==> src/core/monitor_adc_pkg.sv <==
package monitor_adc_pkg;

    // Register byte addresses.
    localparam logic [7:0] ADDR_CHIPSET_VALUE = 8'h21;
    localparam logic [7:0] ADDR_MAIN_VALUE = 8'h22;
    localparam logic [7:0] ADDR_TEMP_FIRST = 8'h25;
    localparam logic [7:0] ADDR_TEMP_SECOND = 8'h26;
    localparam logic [7:0] ADDR_TEMP_THIRD = 8'h27;
    localparam logic [7:0] ADDR_CHAN_SELECT = 8'h55;
    localparam logic [7:0] ADDR_CONFIG_TWO = 8'h73;
    localparam logic [7:0] ADDR_FRACTION_ONE = 8'h76;
    localparam logic [7:0] ADDR_FRACTION_TWO = 8'h77;

    // Field positions.
    localparam int CFG2_AVG_OFF_BIT = 4;
    localparam int CFG2_BYPASS_BIT = 5;
    localparam int CFG2_SINGLE_BIT = 6;
    localparam int CHAN_SELECT_LSB = 5;
    localparam int FRAC_REMOTE_TWO_LSB = 6;
    localparam int FRAC_LOCAL_LSB = 4;
    localparam int FRAC_REMOTE_ONE_LSB = 2;
    localparam int FRAC_MAIN_LSB = 2;
    localparam int FRAC_CHIPSET_LSB = 0;

    // Reset values.
    localparam logic [7:0] CONFIG_TWO_RESET = 8'h00;
    localparam logic [7:0] CHAN_SELECT_RESET = 8'h00;
    localparam logic [7:0] RESULT_RESET = 8'h00;

    // Averaging.
    localparam int AVG_SAMPLES = 16;
    localparam logic [4:0] AVG_COUNT_FULL = 5'h10;
    localparam logic [4:0] AVG_COUNT_ONE = 5'h01;

    // Temperature offset format: 64 degrees in quarter-degree steps.
    localparam int TEMP_OFFSET_DEG = 64;
    localparam int QUARTERS_PER_DEG = 4;
    localparam logic signed [10:0] TEMP_OFFSET_CODE = 11'(TEMP_OFFSET_DEG * QUARTERS_PER_DEG);

    // Timing.
    localparam int CLK_PERIOD_NS = 5;
    localparam int VOLT_CONV_NS = 711000;
    localparam int REMOTE_MEAS_NS = 38000000;
    localparam int VOLT_CONV_CYCLES = VOLT_CONV_NS / CLK_PERIOD_NS;
    localparam int REMOTE_MEAS_CYCLES = REMOTE_MEAS_NS / CLK_PERIOD_NS;
    localparam int TIMER_W = 24;

    // Converter channel codes.
    typedef enum logic [2:0] {
        CH_CHIPSET = 3'h1,
        CH_MAIN = 3'h2,
        CH_REMOTE1 = 3'h5,
        CH_LOCAL = 3'h6,
        CH_REMOTE2 = 3'h7
    } chan_t;

    // Sequencer states.
    typedef enum logic [1:0] {
        SEQ_START = 2'h0,
        SEQ_WAIT = 2'h1,
        SEQ_PACE = 2'h2,
        SEQ_COMMIT = 2'h3
    } seq_state_t;

    // Register access request from the management bus front end.
    typedef struct packed {
        logic wr;
        logic rd;
        logic [7:0] addr;
        logic [7:0] wdata;
    } reg_req_t;

    // Control towards the converter and its multiplexer.
    typedef struct packed {
        logic start;
        logic [2:0] chan;
        logic bypass;
    } adc_ctrl_t;

    // True for the two diode channels.
    function automatic logic is_remote(input chan_t ch);
        is_remote = (ch == CH_REMOTE1) || (ch == CH_REMOTE2);
    endfunction : is_remote

    // Round-robin successor.
    function automatic chan_t next_channel(input chan_t ch);
        case (ch)
            CH_CHIPSET: next_channel = CH_MAIN;
            CH_MAIN: next_channel = CH_REMOTE1;
            CH_REMOTE1: next_channel = CH_LOCAL;
            CH_LOCAL: next_channel = CH_REMOTE2;
            default: next_channel = CH_CHIPSET;
        endcase
    endfunction : next_channel

    // Single-channel select decode; unused codes fall back to the chipset supply.
    function automatic chan_t decode_select(input logic [2:0] sel);
        case (sel)
            3'h1: decode_select = CH_CHIPSET;
            3'h2: decode_select = CH_MAIN;
            3'h5: decode_select = CH_REMOTE1;
            3'h6: decode_select = CH_LOCAL;
            3'h7: decode_select = CH_REMOTE2;
            default: decode_select = CH_CHIPSET;
        endcase
    endfunction : decode_select

    // Twos complement code kept as is, or shifted by 64 degrees and clamped at zero.
    function automatic logic [9:0] format_temp(input logic [9:0] code, input logic twos);
        logic signed [10:0] shifted;
        shifted = $signed({code[9], code}) + TEMP_OFFSET_CODE;
        if (twos) begin
            format_temp = code;
        end else if (shifted < 0) begin
            format_temp = 10'h000;
        end else begin
            format_temp = shifted[9:0];
        end
    endfunction : format_temp

endpackage : monitor_adc_pkg

==> src/core/sample_averager.sv <==
`timescale 1ns/1ps
module sample_averager import monitor_adc_pkg::*; (
    // Clock and reset.
    input wire logic i_clk,
    input wire logic i_rst,
    // Sample input.
    input wire logic i_clear,
    input wire logic i_add,
    input wire logic [9:0] i_code,
    input wire logic i_single,
    // Accumulated result.
    output logic [4:0] o_count,
    output logic [9:0] o_avg
);

    logic [13:0] sum_q;
    logic [13:0] sum_d;
    logic [4:0] count_q;
    logic [4:0] count_d;

    // Clear wins over add; the sequencer never asks for both at once.
    always_comb begin
        sum_d = sum_q;
        count_d = count_q;
        if (i_clear) begin
            sum_d = 14'h0000;
            count_d = 5'h00;
        end else if (i_add) begin
            sum_d = sum_q + {4'h0, i_code};
            count_d = count_q + 5'h01;
        end
    end

    always_ff @(posedge i_clk or posedge i_rst) begin
        if (i_rst) begin
            sum_q <= 14'h0000;
            count_q <= 5'h00;
        end else begin
            sum_q <= sum_d;
            count_q <= count_d;
        end
    end

    // Sixteen samples divide by a shift, so the mean never exceeds 1023.
    assign o_count = count_q;
    assign o_avg = i_single ? sum_q[9:0] : sum_q[13:4];

endmodule : sample_averager

==> src/core/monitor_adc_sequencer.sv <==
`timescale 1ns/1ps
module monitor_adc_sequencer import monitor_adc_pkg::*; #(
    parameter int P_VOLT_CONV_CYCLES = VOLT_CONV_CYCLES,
    parameter int P_REMOTE_MEAS_CYCLES = REMOTE_MEAS_CYCLES
) (
    // Clock and reset.
    input wire logic i_clk,
    input wire logic i_rst,
    // Register access from the management bus front end.
    input wire reg_req_t i_reg,
    output logic [7:0] o_reg_rdata,
    // Converter control and result.
    output adc_ctrl_t o_adc,
    input wire logic i_adc_done,
    input wire logic [9:0] i_adc_code,
    // Temperature format: high for twos complement, low for offset 64.
    input wire logic i_temp_twos_fmt
);

    localparam logic [TIMER_W-1:0] VOLT_SLOT_LAST = TIMER_W'(P_VOLT_CONV_CYCLES - 1);
    localparam logic [TIMER_W-1:0] REMOTE_SLOT_LAST =
        TIMER_W'(P_REMOTE_MEAS_CYCLES / AVG_SAMPLES - 1);

    seq_state_t state_q;
    seq_state_t state_d;
    chan_t chan_q;
    chan_t chan_d;
    logic [TIMER_W-1:0] timer_q;
    logic [TIMER_W-1:0] timer_d;
    logic avg_off_q;
    logic avg_off_d;
    logic avg_clear;
    logic avg_add;
    logic [4:0] avg_count;
    logic [9:0] avg_code;
    logic [4:0] need_count;
    logic [9:0] temp_code;
    logic [7:0] cfg2_q;
    logic [7:0] cfg2_d;
    logic [7:0] chansel_q;
    logic [7:0] chansel_d;
    logic [2:0][7:0] temp_val_q;
    logic [2:0][7:0] temp_val_d;
    logic [1:0][7:0] volt_val_q;
    logic [1:0][7:0] volt_val_d;
    logic [7:0] frac_two_q;
    logic [7:0] frac_two_d;
    logic [7:0] frac_one_q;
    logic [7:0] frac_one_d;
    logic temp_frz_q;
    logic temp_frz_d;
    logic volt_frz_q;
    logic volt_frz_d;
    logic [2:0][7:0] temp_snap_q;
    logic [2:0][7:0] temp_snap_d;
    logic [1:0][7:0] volt_snap_q;
    logic [1:0][7:0] volt_snap_d;
    logic [7:0] rdata_q;
    logic [7:0] rdata_d;
    logic rd_temp_val;
    logic rd_volt_val;

    // Remote channels always average; voltage and local obey the averaging-off bit.
    assign need_count = (avg_off_q && !is_remote(chan_q)) ? AVG_COUNT_ONE : AVG_COUNT_FULL;
    assign temp_code = format_temp(avg_code, i_temp_twos_fmt);

    sample_averager u_averager (
        .i_clk(i_clk),
        .i_rst(i_rst),
        .i_clear(avg_clear),
        .i_add(avg_add),
        .i_code(i_adc_code),
        .i_single(need_count == AVG_COUNT_ONE),
        .o_count(avg_count),
        .o_avg(avg_code)
    );

    // Converter control; the bypass level follows the configuration at once.
    assign o_adc.start = (state_q == SEQ_START);
    assign o_adc.chan = chan_q;
    assign o_adc.bypass = cfg2_q[CFG2_BYPASS_BIT];

    // Sequencer: start, wait for the code, hold the slot time, commit after the last sample.
    always_comb begin
        state_d = state_q;
        chan_d = chan_q;
        timer_d = timer_q;
        avg_off_d = avg_off_q;
        avg_clear = 1'b0;
        avg_add = 1'b0;
        case (state_q)
            SEQ_START: begin
                timer_d = is_remote(chan_q) ? REMOTE_SLOT_LAST : VOLT_SLOT_LAST;
                if (avg_count == 5'h00) begin
                    avg_off_d = cfg2_q[CFG2_AVG_OFF_BIT];
                end
                state_d = SEQ_WAIT;
            end
            SEQ_WAIT: begin
                if (timer_q != '0) begin
                    timer_d = timer_q - 1'b1;
                end
                if (i_adc_done) begin
                    avg_add = 1'b1;
                    state_d = SEQ_PACE;
                end
            end
            SEQ_PACE: begin
                if (timer_q != '0) begin
                    timer_d = timer_q - 1'b1;
                end else if (avg_count == need_count) begin
                    state_d = SEQ_COMMIT;
                end else begin
                    state_d = SEQ_START;
                end
            end
            SEQ_COMMIT: begin
                avg_clear = 1'b1;
                if (cfg2_q[CFG2_SINGLE_BIT]) begin
                    chan_d = decode_select(chansel_q[CHAN_SELECT_LSB +: 3]);
                end else begin
                    chan_d = next_channel(chan_q);
                end
                state_d = SEQ_START;
            end
            default: begin
                state_d = SEQ_START;
            end
        endcase
    end

    always_ff @(posedge i_clk or posedge i_rst) begin
        if (i_rst) begin
            state_q <= SEQ_START;
            chan_q <= CH_CHIPSET;
            timer_q <= '0;
            avg_off_q <= 1'b0;
        end else begin
            state_q <= state_d;
            chan_q <= chan_d;
            timer_q <= timer_d;
            avg_off_q <= avg_off_d;
        end
    end

    // Result store, written only in the commit cycle.
    always_comb begin
        temp_val_d = temp_val_q;
        volt_val_d = volt_val_q;
        frac_two_d = frac_two_q;
        frac_one_d = frac_one_q;
        if (state_q == SEQ_COMMIT) begin
            case (chan_q)
                CH_CHIPSET: begin
                    volt_val_d[0] = avg_code[9:2];
                    frac_one_d[FRAC_CHIPSET_LSB +: 2] = avg_code[1:0];
                end
                CH_MAIN: begin
                    volt_val_d[1] = avg_code[9:2];
                    frac_one_d[FRAC_MAIN_LSB +: 2] = avg_code[1:0];
                end
                CH_REMOTE1: begin
                    temp_val_d[0] = temp_code[9:2];
                    frac_two_d[FRAC_REMOTE_ONE_LSB +: 2] = temp_code[1:0];
                end
                CH_LOCAL: begin
                    temp_val_d[1] = temp_code[9:2];
                    frac_two_d[FRAC_LOCAL_LSB +: 2] = temp_code[1:0];
                end
                CH_REMOTE2: begin
                    temp_val_d[2] = temp_code[9:2];
                    frac_two_d[FRAC_REMOTE_TWO_LSB +: 2] = temp_code[1:0];
                end
                default: begin
                    temp_val_d = temp_val_q;
                end
            endcase
        end
    end

    always_ff @(posedge i_clk or posedge i_rst) begin
        if (i_rst) begin
            temp_val_q <= '0;
            volt_val_q <= '0;
            frac_two_q <= RESULT_RESET;
            frac_one_q <= RESULT_RESET;
        end else begin
            temp_val_q <= temp_val_d;
            volt_val_q <= volt_val_d;
            frac_two_q <= frac_two_d;
            frac_one_q <= frac_one_d;
        end
    end

    assign rd_temp_val = i_reg.rd && (i_reg.addr >= ADDR_TEMP_FIRST)
        && (i_reg.addr <= ADDR_TEMP_THIRD);
    assign rd_volt_val = i_reg.rd && ((i_reg.addr == ADDR_CHIPSET_VALUE)
        || (i_reg.addr == ADDR_MAIN_VALUE));

    // Registers, freeze and read data. A frozen value register answers from a snapshot
    // taken with the fraction read, so the first value read of the group after it belongs to the same measurement as the fraction.
    always_comb begin
        cfg2_d = cfg2_q;
        chansel_d = chansel_q;
        temp_frz_d = temp_frz_q;
        volt_frz_d = volt_frz_q;
        temp_snap_d = temp_snap_q;
        volt_snap_d = volt_snap_q;
        rdata_d = rdata_q;
        if (i_reg.wr && (i_reg.addr == ADDR_CONFIG_TWO)) begin
            cfg2_d = i_reg.wdata;
        end
        if (i_reg.wr && (i_reg.addr == ADDR_CHAN_SELECT)) begin
            chansel_d = i_reg.wdata;
        end
        if (rd_temp_val) begin
            temp_frz_d = 1'b0;
        end
        if (rd_volt_val) begin
            volt_frz_d = 1'b0;
        end
        if (i_reg.rd) begin
            case (i_reg.addr)
                ADDR_CHIPSET_VALUE: rdata_d = volt_frz_q ? volt_snap_q[0] : volt_val_q[0];
                ADDR_MAIN_VALUE: rdata_d = volt_frz_q ? volt_snap_q[1] : volt_val_q[1];
                ADDR_TEMP_FIRST: rdata_d = temp_frz_q ? temp_snap_q[0] : temp_val_q[0];
                ADDR_TEMP_SECOND: rdata_d = temp_frz_q ? temp_snap_q[1] : temp_val_q[1];
                ADDR_TEMP_THIRD: rdata_d = temp_frz_q ? temp_snap_q[2] : temp_val_q[2];
                ADDR_CHAN_SELECT: rdata_d = chansel_q;
                ADDR_CONFIG_TWO: rdata_d = cfg2_q;
                ADDR_FRACTION_ONE: begin
                    rdata_d = frac_one_q;
                    volt_frz_d = 1'b1;
                    volt_snap_d = volt_val_q;
                end
                ADDR_FRACTION_TWO: begin
                    rdata_d = frac_two_q;
                    temp_frz_d = 1'b1;
                    temp_snap_d = temp_val_q;
                end
                default: rdata_d = 8'h00;
            endcase
        end
    end

    always_ff @(posedge i_clk or posedge i_rst) begin
        if (i_rst) begin
            cfg2_q <= CONFIG_TWO_RESET;
            chansel_q <= CHAN_SELECT_RESET;
            temp_frz_q <= 1'b0;
            volt_frz_q <= 1'b0;
            temp_snap_q <= '0;
            volt_snap_q <= '0;
            rdata_q <= 8'h00;
        end else begin
            cfg2_q <= cfg2_d;
            chansel_q <= chansel_d;
            temp_frz_q <= temp_frz_d;
            volt_frz_q <= volt_frz_d;
            temp_snap_q <= temp_snap_d;
            volt_snap_q <= volt_snap_d;
            rdata_q <= rdata_d;
        end
    end

    assign o_reg_rdata = rdata_q;

    // Helper state read only by the checks below.
    logic [9:0] last_code_q;
    logic [4:0] dones_q;
    logic [TIMER_W-1:0] gap_q;
    logic seen_start_q;

    always_ff @(posedge i_clk or posedge i_rst) begin
        if (i_rst) begin
            last_code_q <= 10'h000;
            dones_q <= 5'h00;
            gap_q <= '0;
            seen_start_q <= 1'b0;
        end else begin
            if (i_adc_done && (state_q == SEQ_WAIT)) begin
                last_code_q <= i_adc_code;
            end
            if (state_q == SEQ_COMMIT) begin
                dones_q <= 5'h00;
            end else if (i_adc_done && (state_q == SEQ_WAIT)) begin
                dones_q <= dones_q + 5'h01;
            end
            if (o_adc.start) begin
                gap_q <= {{(TIMER_W-1){1'b0}}, 1'b1};
                seen_start_q <= 1'b1;
            end else if (gap_q != '1) begin
                gap_q <= gap_q + 1'b1;
            end
        end
    end
endmodule : monitor_adc_sequencer

==> config.mk <==
export PLATFORM = sky130hd
export DESIGN_NAME = monitor_adc_sequencer
export DESIGN_NICKNAME = d
export VERILOG_FILES = /design/src/core/monitor_adc_pkg.sv /design/src/core/sample_averager.sv /design/src/core/monitor_adc_sequencer.sv
export SDC_FILE = /design/constraint.sdc
export NUM_CORES = 1
export LEC_CHECK = 0
export ABC_AREA = 1
export BUFFER_PORTS_ARGS = -buffer_cell sky130_fd_sc_hd__buf_2
export CAP_MARGIN = 20
export CORE_MARGIN = 2
export CORE_UTILIZATION = 56
export CTS_CLUSTER_SIZE = 8
export DETAILED_ROUTE_END_ITERATION = 6
export PLACE_DENSITY = 0.77
export SETUP_SLACK_MARGIN = 0.1
export SLEW_MARGIN = 10
export SYNTH_ARGS = -nofsm -noshare
export SYNTH_HDL_FRONTEND = slang
export SYNTH_SLANG_ARGS = --single-unit
export TNS_END_PERCENT = 30
==> constraint.sdc <==
create_clock -name i_clk -period 5.56 [get_ports i_clk]
set_clock_uncertainty 0.2 [all_clocks]
set_input_delay 0.556 -clock i_clk [delete_from_list [all_inputs] [get_ports i_clk]]
set_output_delay 0.556 -clock i_clk [all_outputs]
set_load 0.05 [all_outputs]
==> results of run 1 <==
cell usage in the layout (no fill, tap or decap), types with 6 or more instances in the layout:
cell type / netlist / final
sky130_fd_sc_hd__nand4_1: 13 / 13
sky130_fd_sc_hd__o21ai_0: 134 / 134
sky130_fd_sc_hd__o21a_1: 10 / 10
sky130_fd_sc_hd__a21oi_1: 27 / 27
sky130_fd_sc_hd__ha_1: 18 / 18
sky130_fd_sc_hd__nor2_1: 120 / 120
sky130_fd_sc_hd__o21ai_1: 21 / 21
sky130_fd_sc_hd__xor2_1: 6 / 6
sky130_fd_sc_hd__dfrtp_1: 164 / 164
sky130_fd_sc_hd__clkbuf_16: 0 / 17
sky130_fd_sc_hd__nand3_1: 91 / 91
sky130_fd_sc_hd__buf_2: 21 / 44
sky130_fd_sc_hd__nor2_2: 8 / 8
sky130_fd_sc_hd__o21ai_2: 8 / 8
sky130_fd_sc_hd__mux2_2: 7 / 7
sky130_fd_sc_hd__inv_1: 122 / 121
sky130_fd_sc_hd__nand2_1: 415 / 415
final cells by class:
class	count	area share
inverters	127	0.0477
multi-input cells	917	0.429
repair buffers	48	0.0270
clock buffers	18	0.0435
well taps	216	0.0267
flip-flops and latches	165	0.409
clock inverters	14	0.0172
layer usage:
metal / up-vias / part of all wire / track usage
met5: - / 0 / 0
met4: 0 / 0.028 / 0.108
met3: 55 / 0.064 / 0.0500
met2: 296 / 0.46 / 0.425
met1: 3763 / 0.45 / 0.377
li1: 4049 / - / -
state kept, by name, indices dropped and copies added (netlist names), 8 cells and up:
register / flops
volt_snap_q: 16
temp_snap_q: 24
volt_val_q: 16
u_averager.sum_q: 14
timer_q: 24
temp_val_q: 24
cfg2_q: 8
chansel_q: 8
o_reg_rdata: 8
worst max-delay path: stages (launching register included):
cell and delay (ns):
sky130_fd_sc_hd__dfrtp_1 0.40, sky130_fd_sc_hd__inv_1 0.10, sky130_fd_sc_hd__ha_1 0.67, sky130_fd_sc_hd__clkinv_1 0.39, sky130_fd_sc_hd__nand2_1 0.17, sky130_fd_sc_hd__nand2_1 0.43, sky130_fd_sc_hd__o21ai_0 0.34
power groups by stage:
stage          clock network, uW  registers, uW  logic (uW)
2_1_floorplan                  0           1780        1280
3_5_place_dp                   0           1840        1650
3_3_place_gp                   0           1830        1600
5_1_grt                     1300           1870        1920
4_1_cts                     1250           1820        1660
6_report                    1230           1830        1670
per-stage QoR:
step | area [um2] | power, uW
floorplan | 9150 | 3060
global placement | 9450 | 3430
detailed placement | 9450 | 3490
CTS | 10100 | 4730
global route | 10100 | 5090
finish | 10100 | 4740
worst max path at each step:
stage	slack [ns]	from	cells after the start	endpoint
3_5_place_dp	2.81	state_q[0]	7	timer_q[7]
5_1_grt	2.48	state_q[0]	7	timer_q[7]
6_report	2.76	state_q[0]	6	timer_q[21]
3_3_place_gp	2.91	state_q[0]	7	timer_q[21]
4_1_cts	2.81	state_q[0]	7	timer_q[7]
2_1_floorplan	0.34	i_rst	1	avg_off_q
repair_timing:
item	in CTS	in global routing
hold endpoints to repair	0	20
hold buffers	0	1
gates resized for setup	0	0
logic make-up (layout without fill, tap and decap cells):
group,count (synthesis),count (layout),share of synthesized area
AOI/OAI and AO/OA,210,210,0.123
xor gates and xnor gates,9,9,0.00862
adders and majority gates,19,19,0.0268
buffers and inverters,165,207,0.0747
DFF,165,165,0.451
muxes,10,10,0.0122
and+or+nand+nor,669,669,0.303
==> results.txt, run 1 <==
The antenna diode count was 0. In the synthesized netlist, the cells that appear most often are sky130_fd_sc_hd__nand2_1 (415), sky130_fd_sc_hd__dfrtp_1 (164), sky130_fd_sc_hd__o21ai_0 (134), sky130_fd_sc_hd__inv_1 (122), sky130_fd_sc_hd__nor2_1 (120). The number of buffer cells added on primary ports works out to 44.

The tools report the hold path startpoint as i_reg[2]. The via density per instance was 5.42; the share of flip-flops with an asynchronous set or reset after synthesis was 1.00. Max-cap violations in this run came to 0. The final worst-path setup slack is 2.76 ns, and the worst endpoint data arrival time is 2.94 ns. The number of hold-slack violations in the final timing report is 0, and the register clock-pin slew on the reported worst setup and hold paths is 0.06 ns.

The type of destination of the critical path was a register. The most common cell in the synthesized netlist is sky130_fd_sc_hd__nand2_1. The final setup violation count was 0; the sequential element share of the synthesized area was 0.451.

The tools report the switching component of the power as 1980 uW. The synthesized design contains 0 enable-type register cells. The floorplan die height came out at 132 um. The instance count of the mapped netlist came out at 1247.

The static power due to leakage is 0.00512 uW. The run gives 7729 as the via count of the first global-routing pass. The logs give 0.271 for the total routing resource utilization after global routing and 0.574 for the effective utilization at floorplan.

The most area-hungry cell type in the Yosys netlist was sky130_fd_sc_hd__dfrtp_1. The total power density per cell area was 469 mW/mm2. The run gives 0 as the number of max-slew violations in the final report.

Share of power burned in the clock network: 0.260. The area of the die came out at 0.0174 mm2. The number of nets produced by synthesis is 1298, and the total half-perimeter wirelength after legalization and detailed placement is 15800 um. The run gives 0.00434 mm2 as the area of combinational cells with multiple inputs. The total detailed-routing wirelength came out at 22700 um.

Type of the tightest min-delay check: in -> reg. After floorplanning, the core was divided into 46 placement rows. Yosys printed 0 warnings. The tools report the post-CTS setup repair buffer count as 0. STA classifies the critical path startpoint as a register.

The H-tree was split into 4 levels. The first global-routing pass estimated 38000 um of wire. The first detailed-routing pass took 5 iterations.

The share of the synthesized area in the top cell type is 0.449. The area added between synthesis and finish is 10.4%, and the placeable core region is 0.0159 mm2. The synthesized cell area is 0.00915 mm2. The path with the worst hold slack has its endpoint at chansel_q[2]. For the worst setup path, the data required time is 5.70 ns.

The run gives 0.143 ns as the worst hold slack. In the routed design, unresolved DRC markers number 0. IR analysis of the VDD net gives a maximum drop of 368 uV. The worst-case register-to-register setup slack is 2.76 ns, and the largest net degree at the start of global routing is 115. For the worst flop-to-flop path, the logic depth is 6.

The flow ran to the end, and the final reports show no timing, DRC or antenna violations. Overall overflow remaining after global route: 0. Before CTS, the worst setup slack after placement is 2.81 ns.

After layout, the minimum clock period comes to 2.80 ns. After the first detailed-routing iteration, the DRC count stood at 708. TritonCTS created 17 clock buffers.

The net switching share of the total power was 0.417. Along the worst hold path, the cell count comes to 3. The tools report the fill cell total of the finished layout as 1332.

Including well taps, the total number of placed cells is 1471. The fraction of final layout cells sized beyond drive strength 1 came out at 0.0970. The tools report the clock root buffer master as sky130_fd_sc_hd__clkbuf_16.

TritonCTS built the clock tree. The relative contribution of combinational cells to total power was 0.353; the remaining max-slew budget at the tightest pin was 0.348. The critical register-to-register path endpoint was timer_q[21].

The non-filler instance count after layout is 1505, and the maximum number of buffers from clock root to sink is 2. For the storage element area, the log shows 0.00413 mm2. In the post-synthesis netlist, the biggest area contributors are sky130_fd_sc_hd__dfrtp_1 (45%), sky130_fd_sc_hd__nand2_1 (17%), sky130_fd_sc_hd__o21ai_0 (7.3%), sky130_fd_sc_hd__inv_1 (5.0%), sky130_fd_sc_hd__nand3_1 (5.0%).

The initial antenna violation count came out at 0. The path type of the worst setup path was reg -> reg. Routability-driven placement finished with a final weighted congestion of 0.916. The part of the power in registers came out at 0.387. In this run, distinct cell masters in the synthesized netlist total 41. The setup TNS is 0 ns, and the clock latency at the later pin of the worst-skew pair is 0.43 ns. The transition time of the tightest slew-check pin is 0.976 ns. The internal power consumption came out at 2770 uW. The synthesized area per cell was 7.34 um2. The clock sink total is 165, and the per-cell routed wire length is 15.1 um. The fraction of the cycle the final worst path needs is 0.504, and the number of ports placed on the die boundary is 45. The utilization after layout is 0.634, and the count of state elements after synthesis is 165. Setup repair after global routing left no endpoint under its margin. The maximum frequency from static timing analysis was 357 MHz. At the end of the flow, the number of nets in the layout was 1327. Source of the worst register-to-register timing path: state_q[0]. Of all nets on the critical path, the largest fanout is 22. The run gives 8163 as the total vias in the final route.

The width of the die works out to 132 um. The most used flip-flop cell after synthesis is sky130_fd_sc_hd__dfrtp_1. The detail route stage leaves a number of antenna-violating nets equal to 0.
No activity file was read; power rests on OpenSTA's default activity.
==> run 2, diff against run 1 <==
Clock period 5.56 ns to 2.5 ns, I/O delays scaled along.
==> run 2 against run 1 <==
Effect of this change:
- first-iteration DRC count is 6.4% lower
- power increased by 130%
- critical endpoint is now u_averager.sum_q[6]
- flip-flop and latch count stayed put
- die area stayed put
- clock power is 120% higher
- combinational power increased by 130%
- global-route usage is 0.29 points lower
- setup slack worse by 2.4 ns
- via count up 1.8%
- worst hold slack worse by 0.11 ns
- wire length fell by 1.1%
==> results.txt, run 2 (synthesis gave the netlist of run 1 again) <==
The startpoint identified for the worst register-to-register timing path is state_q[0]. The number of max-slew violations in the final report is 0 (unchanged). In the layout the commonest cells are sky130_fd_sc_hd__nand2_1 (414), sky130_fd_sc_hd__dfrtp_1 (164), sky130_fd_sc_hd__o21ai_0 (134). Kind of cell adding the most delay to the critical path: buffers and inverters. The largest registers in the layout are temp_snap_q: 24 flops, temp_val_q: 24 flops, timer_q: 24 flops. The initial antenna violation count was 1 (+1). The library cell used most frequently in the layout, excluding fill and tap cells, is sky130_fd_sc_hd__nand2_1. The wire length on met1 was 10100 um (-1.3%). The area of the die is 0.0174 mm2 (unchanged), and the total routing resource utilization after global routing is 0.268 (-0.00291).

The antenna diode count is 0 (unchanged), and the peak supply drop is 1020 uV (+180%). The post-CTS setup repair buffer count was 0 (unchanged). The part of the power in registers came out at 0.376 (-0.011).

The share of power burned in the clock network came out at 0.258 (-0.002). Total detailed-routing wirelength: 22400 um (-1.1%). The switching component of the power was 4410 uW (+120%); the remaining max-slew budget at the tightest pin was 0.510 (+0.162). The logs give 5 (unchanged) for the length of the first detailed-routing pass in iterations and 2.28 ns (-0.66 ns) for the worst endpoint data arrival time. The fraction of the cycle the final worst path needs was 0.869. The largest net degree at the start of global routing was 131 (+14%); the per-cell routed wire length was 14.6 um (-2.9%).

The fill cell total of the finished layout was 1424 (+6.9%); the register clock-pin slew on the reported worst setup and hold paths was 0.07 ns (about the same). For the number of hold-slack violations in the final timing report, the log shows 0 (unchanged). The detailed route wirelength on metal3 is 1430 um (-0.55%), and the effective utilization at floorplan is 0.574 (unchanged).

The worst setup path is of the in -> reg kind. The worst register-to-register path ends at timer_q[19]. For the total vias in the final route, the log shows 8312 (+1.8%). Setup repair after global routing left no endpoint under its margin. The worst-case register-to-register setup slack is 0.37 ns (-2.39 ns). The area added between synthesis and finish came out at 13.3%. The flow ran to the end, and the final reports show no timing, DRC or antenna violations. Width of the die: 132 um (unchanged). The number of nets with antenna violations after detailed routing came out at 0 (unchanged).

The relative contribution of combinational cells to total power was 0.366 (+0.013). In this design, the critical path's most frequently occurring cell is sky130_fd_sc_hd__o21ai_0. Routed length on met2: 10300 um (-0.35%). TritonCTS built the clock tree. The internal power consumption is 6310 uW (+130%), and the overall overflow remaining after global route is 0 (unchanged). The worst hold path belongs to the class in -> reg. The clock period could shrink to 2.17 ns. For the number of ports placed on the die boundary, the log shows 45 (unchanged). The worst slack at placement was 0.208 ns (-2.60 ns). The maximum number of buffers from clock root to sink is 2 (unchanged). The row count was 46 (unchanged); the worst hold slack was 0.0331 ns (-0.110 ns). The final worst-path setup slack is 0.328 ns (-2.43 ns). The slowest stage of the critical path is the sky130_fd_sc_hd__dlygate4sd3_1 cell. The logs give 17 (unchanged) for the number of buffers inserted during clock tree synthesis and 0.930 (+1.5%) for the final weighted congestion in routability-driven placement. The floorplan die height is 132 um (unchanged). The tools report the clock sink total as 165 (unchanged). Traced cell by cell, the critical path runs through dlygate4sd3_1 -> buf_2 -> ha_1 -> inv_1 -> fa_1 -> nor2_1 -> nor2_1 -> o21ai_0 -> a21oi_1 -> o21ai_0 -> o21ai_0. Depth of the worst register-to-register path: 7 (+1). The via density per instance was 5.42 (about the same); the via count of the first global-routing pass was 7578 (-2.0%).

The buffer and inverter count on the worst path was 3 (+1). The transition time of the tightest slew-check pin works out to 0.733 ns (-0.244 ns). The number of DRC violations after detailed-routing iteration 0 is 663 (-6.4%).

The final setup violation count came out at 0 (unchanged). The largest fanout of any net on the critical path was 4 (-82%). Clock latency at the later pin of the worst-skew pair: 0.43 ns (about the same).

Total stage count of the critical path: 11 (+5). The first-pass GRT wire length is 37500 um (-1.3%), and the number of buffer cells added on primary ports is 44 (unchanged). The net switching share of the total power was 0.411 (-0.00513); the remaining design rule violation count was 0 (unchanged). The tools report the placeable core region as 0.0159 mm2 (unchanged).

The total half-perimeter wirelength after legalization and detailed placement was 16000 um (+1.5%); the delay of the slowest cell on the worst path was 0.52 ns (-0.15 ns). The tools report the static power due to leakage as 0.00527 uW (+2.9%). STA classifies the critical path startpoint as an input port. The most critical setup path has its startpoint at i_adc_code[0]. Clock root buffer master: sky130_fd_sc_hd__clkbuf_16. The worst setup path is captured at a register. For this run, the top clock speed supported by timing is 460 MHz. The highest layer touched by signal routing is met5.

Fraction of final layout cells sized beyond drive strength 1: 0.109 (+0.0124). The depth of the CTS H-tree is 4 (unchanged). The required time at the worst-slack endpoint is 2.60 ns (-3.10 ns), and the total power density per cell area is 1030 mW/mm2 (+120%). The max-capacitance violation count was 0 (unchanged); the final layout net count was 1355 (+2.1%). In this run the worst setup path terminates at u_averager.sum_q[6]. Setup TNS: 0 ns (unchanged).
-- run 2: cell count changes in the layout (fill, tap and decap cells not counted), sizes merged --
| cell | change |
|---|---|
| clkinvlp | -3 |
| inv | +2 |
| clkinv | +1 |
| buf | +18 |
| dlygate4sd3 | +10 |
-- run 2: final cells by class --
| cell class | count | area (um2) | area share |
|---|---|---|---|
| Tap cell | 216 | 270 | 0.0261 |
| Timing Repair Buffer | 76 | 526 | 0.0507 |
| Sequential cell | 165 | 4130 | 0.398 |
| Inverter | 127 | 480 | 0.0463 |
| Clock inverter | 14 | 190 | 0.0183 |
| Multi-Input combinational cell | 917 | 4340 | 0.419 |
| Clock buffer | 18 | 429 | 0.0414 |
-- run 2: layer usage --
| layer | vias to the layer above | track usage |
|---|---|---|
| li1 | 4116 | - |
| met2 | 297 | 0.427 |
| met1 | 3854 | 0.371 |
| met5 | - | 0 |
| met3 | 43 | 0.0542 |
| met4 | 2 | 0.0900 |
-- run 2: worst min path at each step --
stage,startpoint,to,slack [ns],depth (start not counted)
final,i_reg[14],temp_frz_q,0.03,5
after detailed placement,i_rst,u_averager.sum_q[4],0.25,3
after global placement,i_rst,u_averager.sum_q[1],0.25,3
after global routing,i_reg[14],temp_frz_q,0.06,5
after CTS,i_reg[14],temp_frz_q,0.01,5
after floorplan,i_reg[0],chansel_q[0],0.17,2
-- run 2: power groups by stage --
| stage | Clock, uW | Combinational [uW] | Sequential (uW) |
|---|---|---|---|
| after floorplan | 0 | 2860 | 3960 |
| after global placement | 0 | 3780 | 4010 |
| after detailed placement | 0 | 3850 | 4040 |
| after CTS | 2800 | 3900 | 4000 |
| after global routing | 2910 | 4480 | 4100 |
| final | 2760 | 3920 | 4030 |
-- run 2: repair_timing --
item,in CTS,in global routing
hold buffers,11,0
resized for setup,0,2
hold endpoints to repair,189,0
setup endpoints to repair,0,23
-- run 2: stage by stage --
step	std cells	instance area [um2]	utilization	total power, uW
floorplan	1247	9150	-	6820
global placement	1490	9630	0.604	7790
detailed placement	1490	9630	0.604	7890
CTS	1533	10400	0.650	10700
global route	1533	10400	0.650	11500
finish	1533	10400	0.650	10700
-- run 2: tightest hold or removal path: stages --
cell and delay (ns):
sky130_fd_sc_hd__buf_2 0.09, sky130_fd_sc_hd__nor2_1 0.06, sky130_fd_sc_hd__o211ai_1 0.08, sky130_fd_sc_hd__o21ai_0 0.09, sky130_fd_sc_hd__nand2_1 0.06
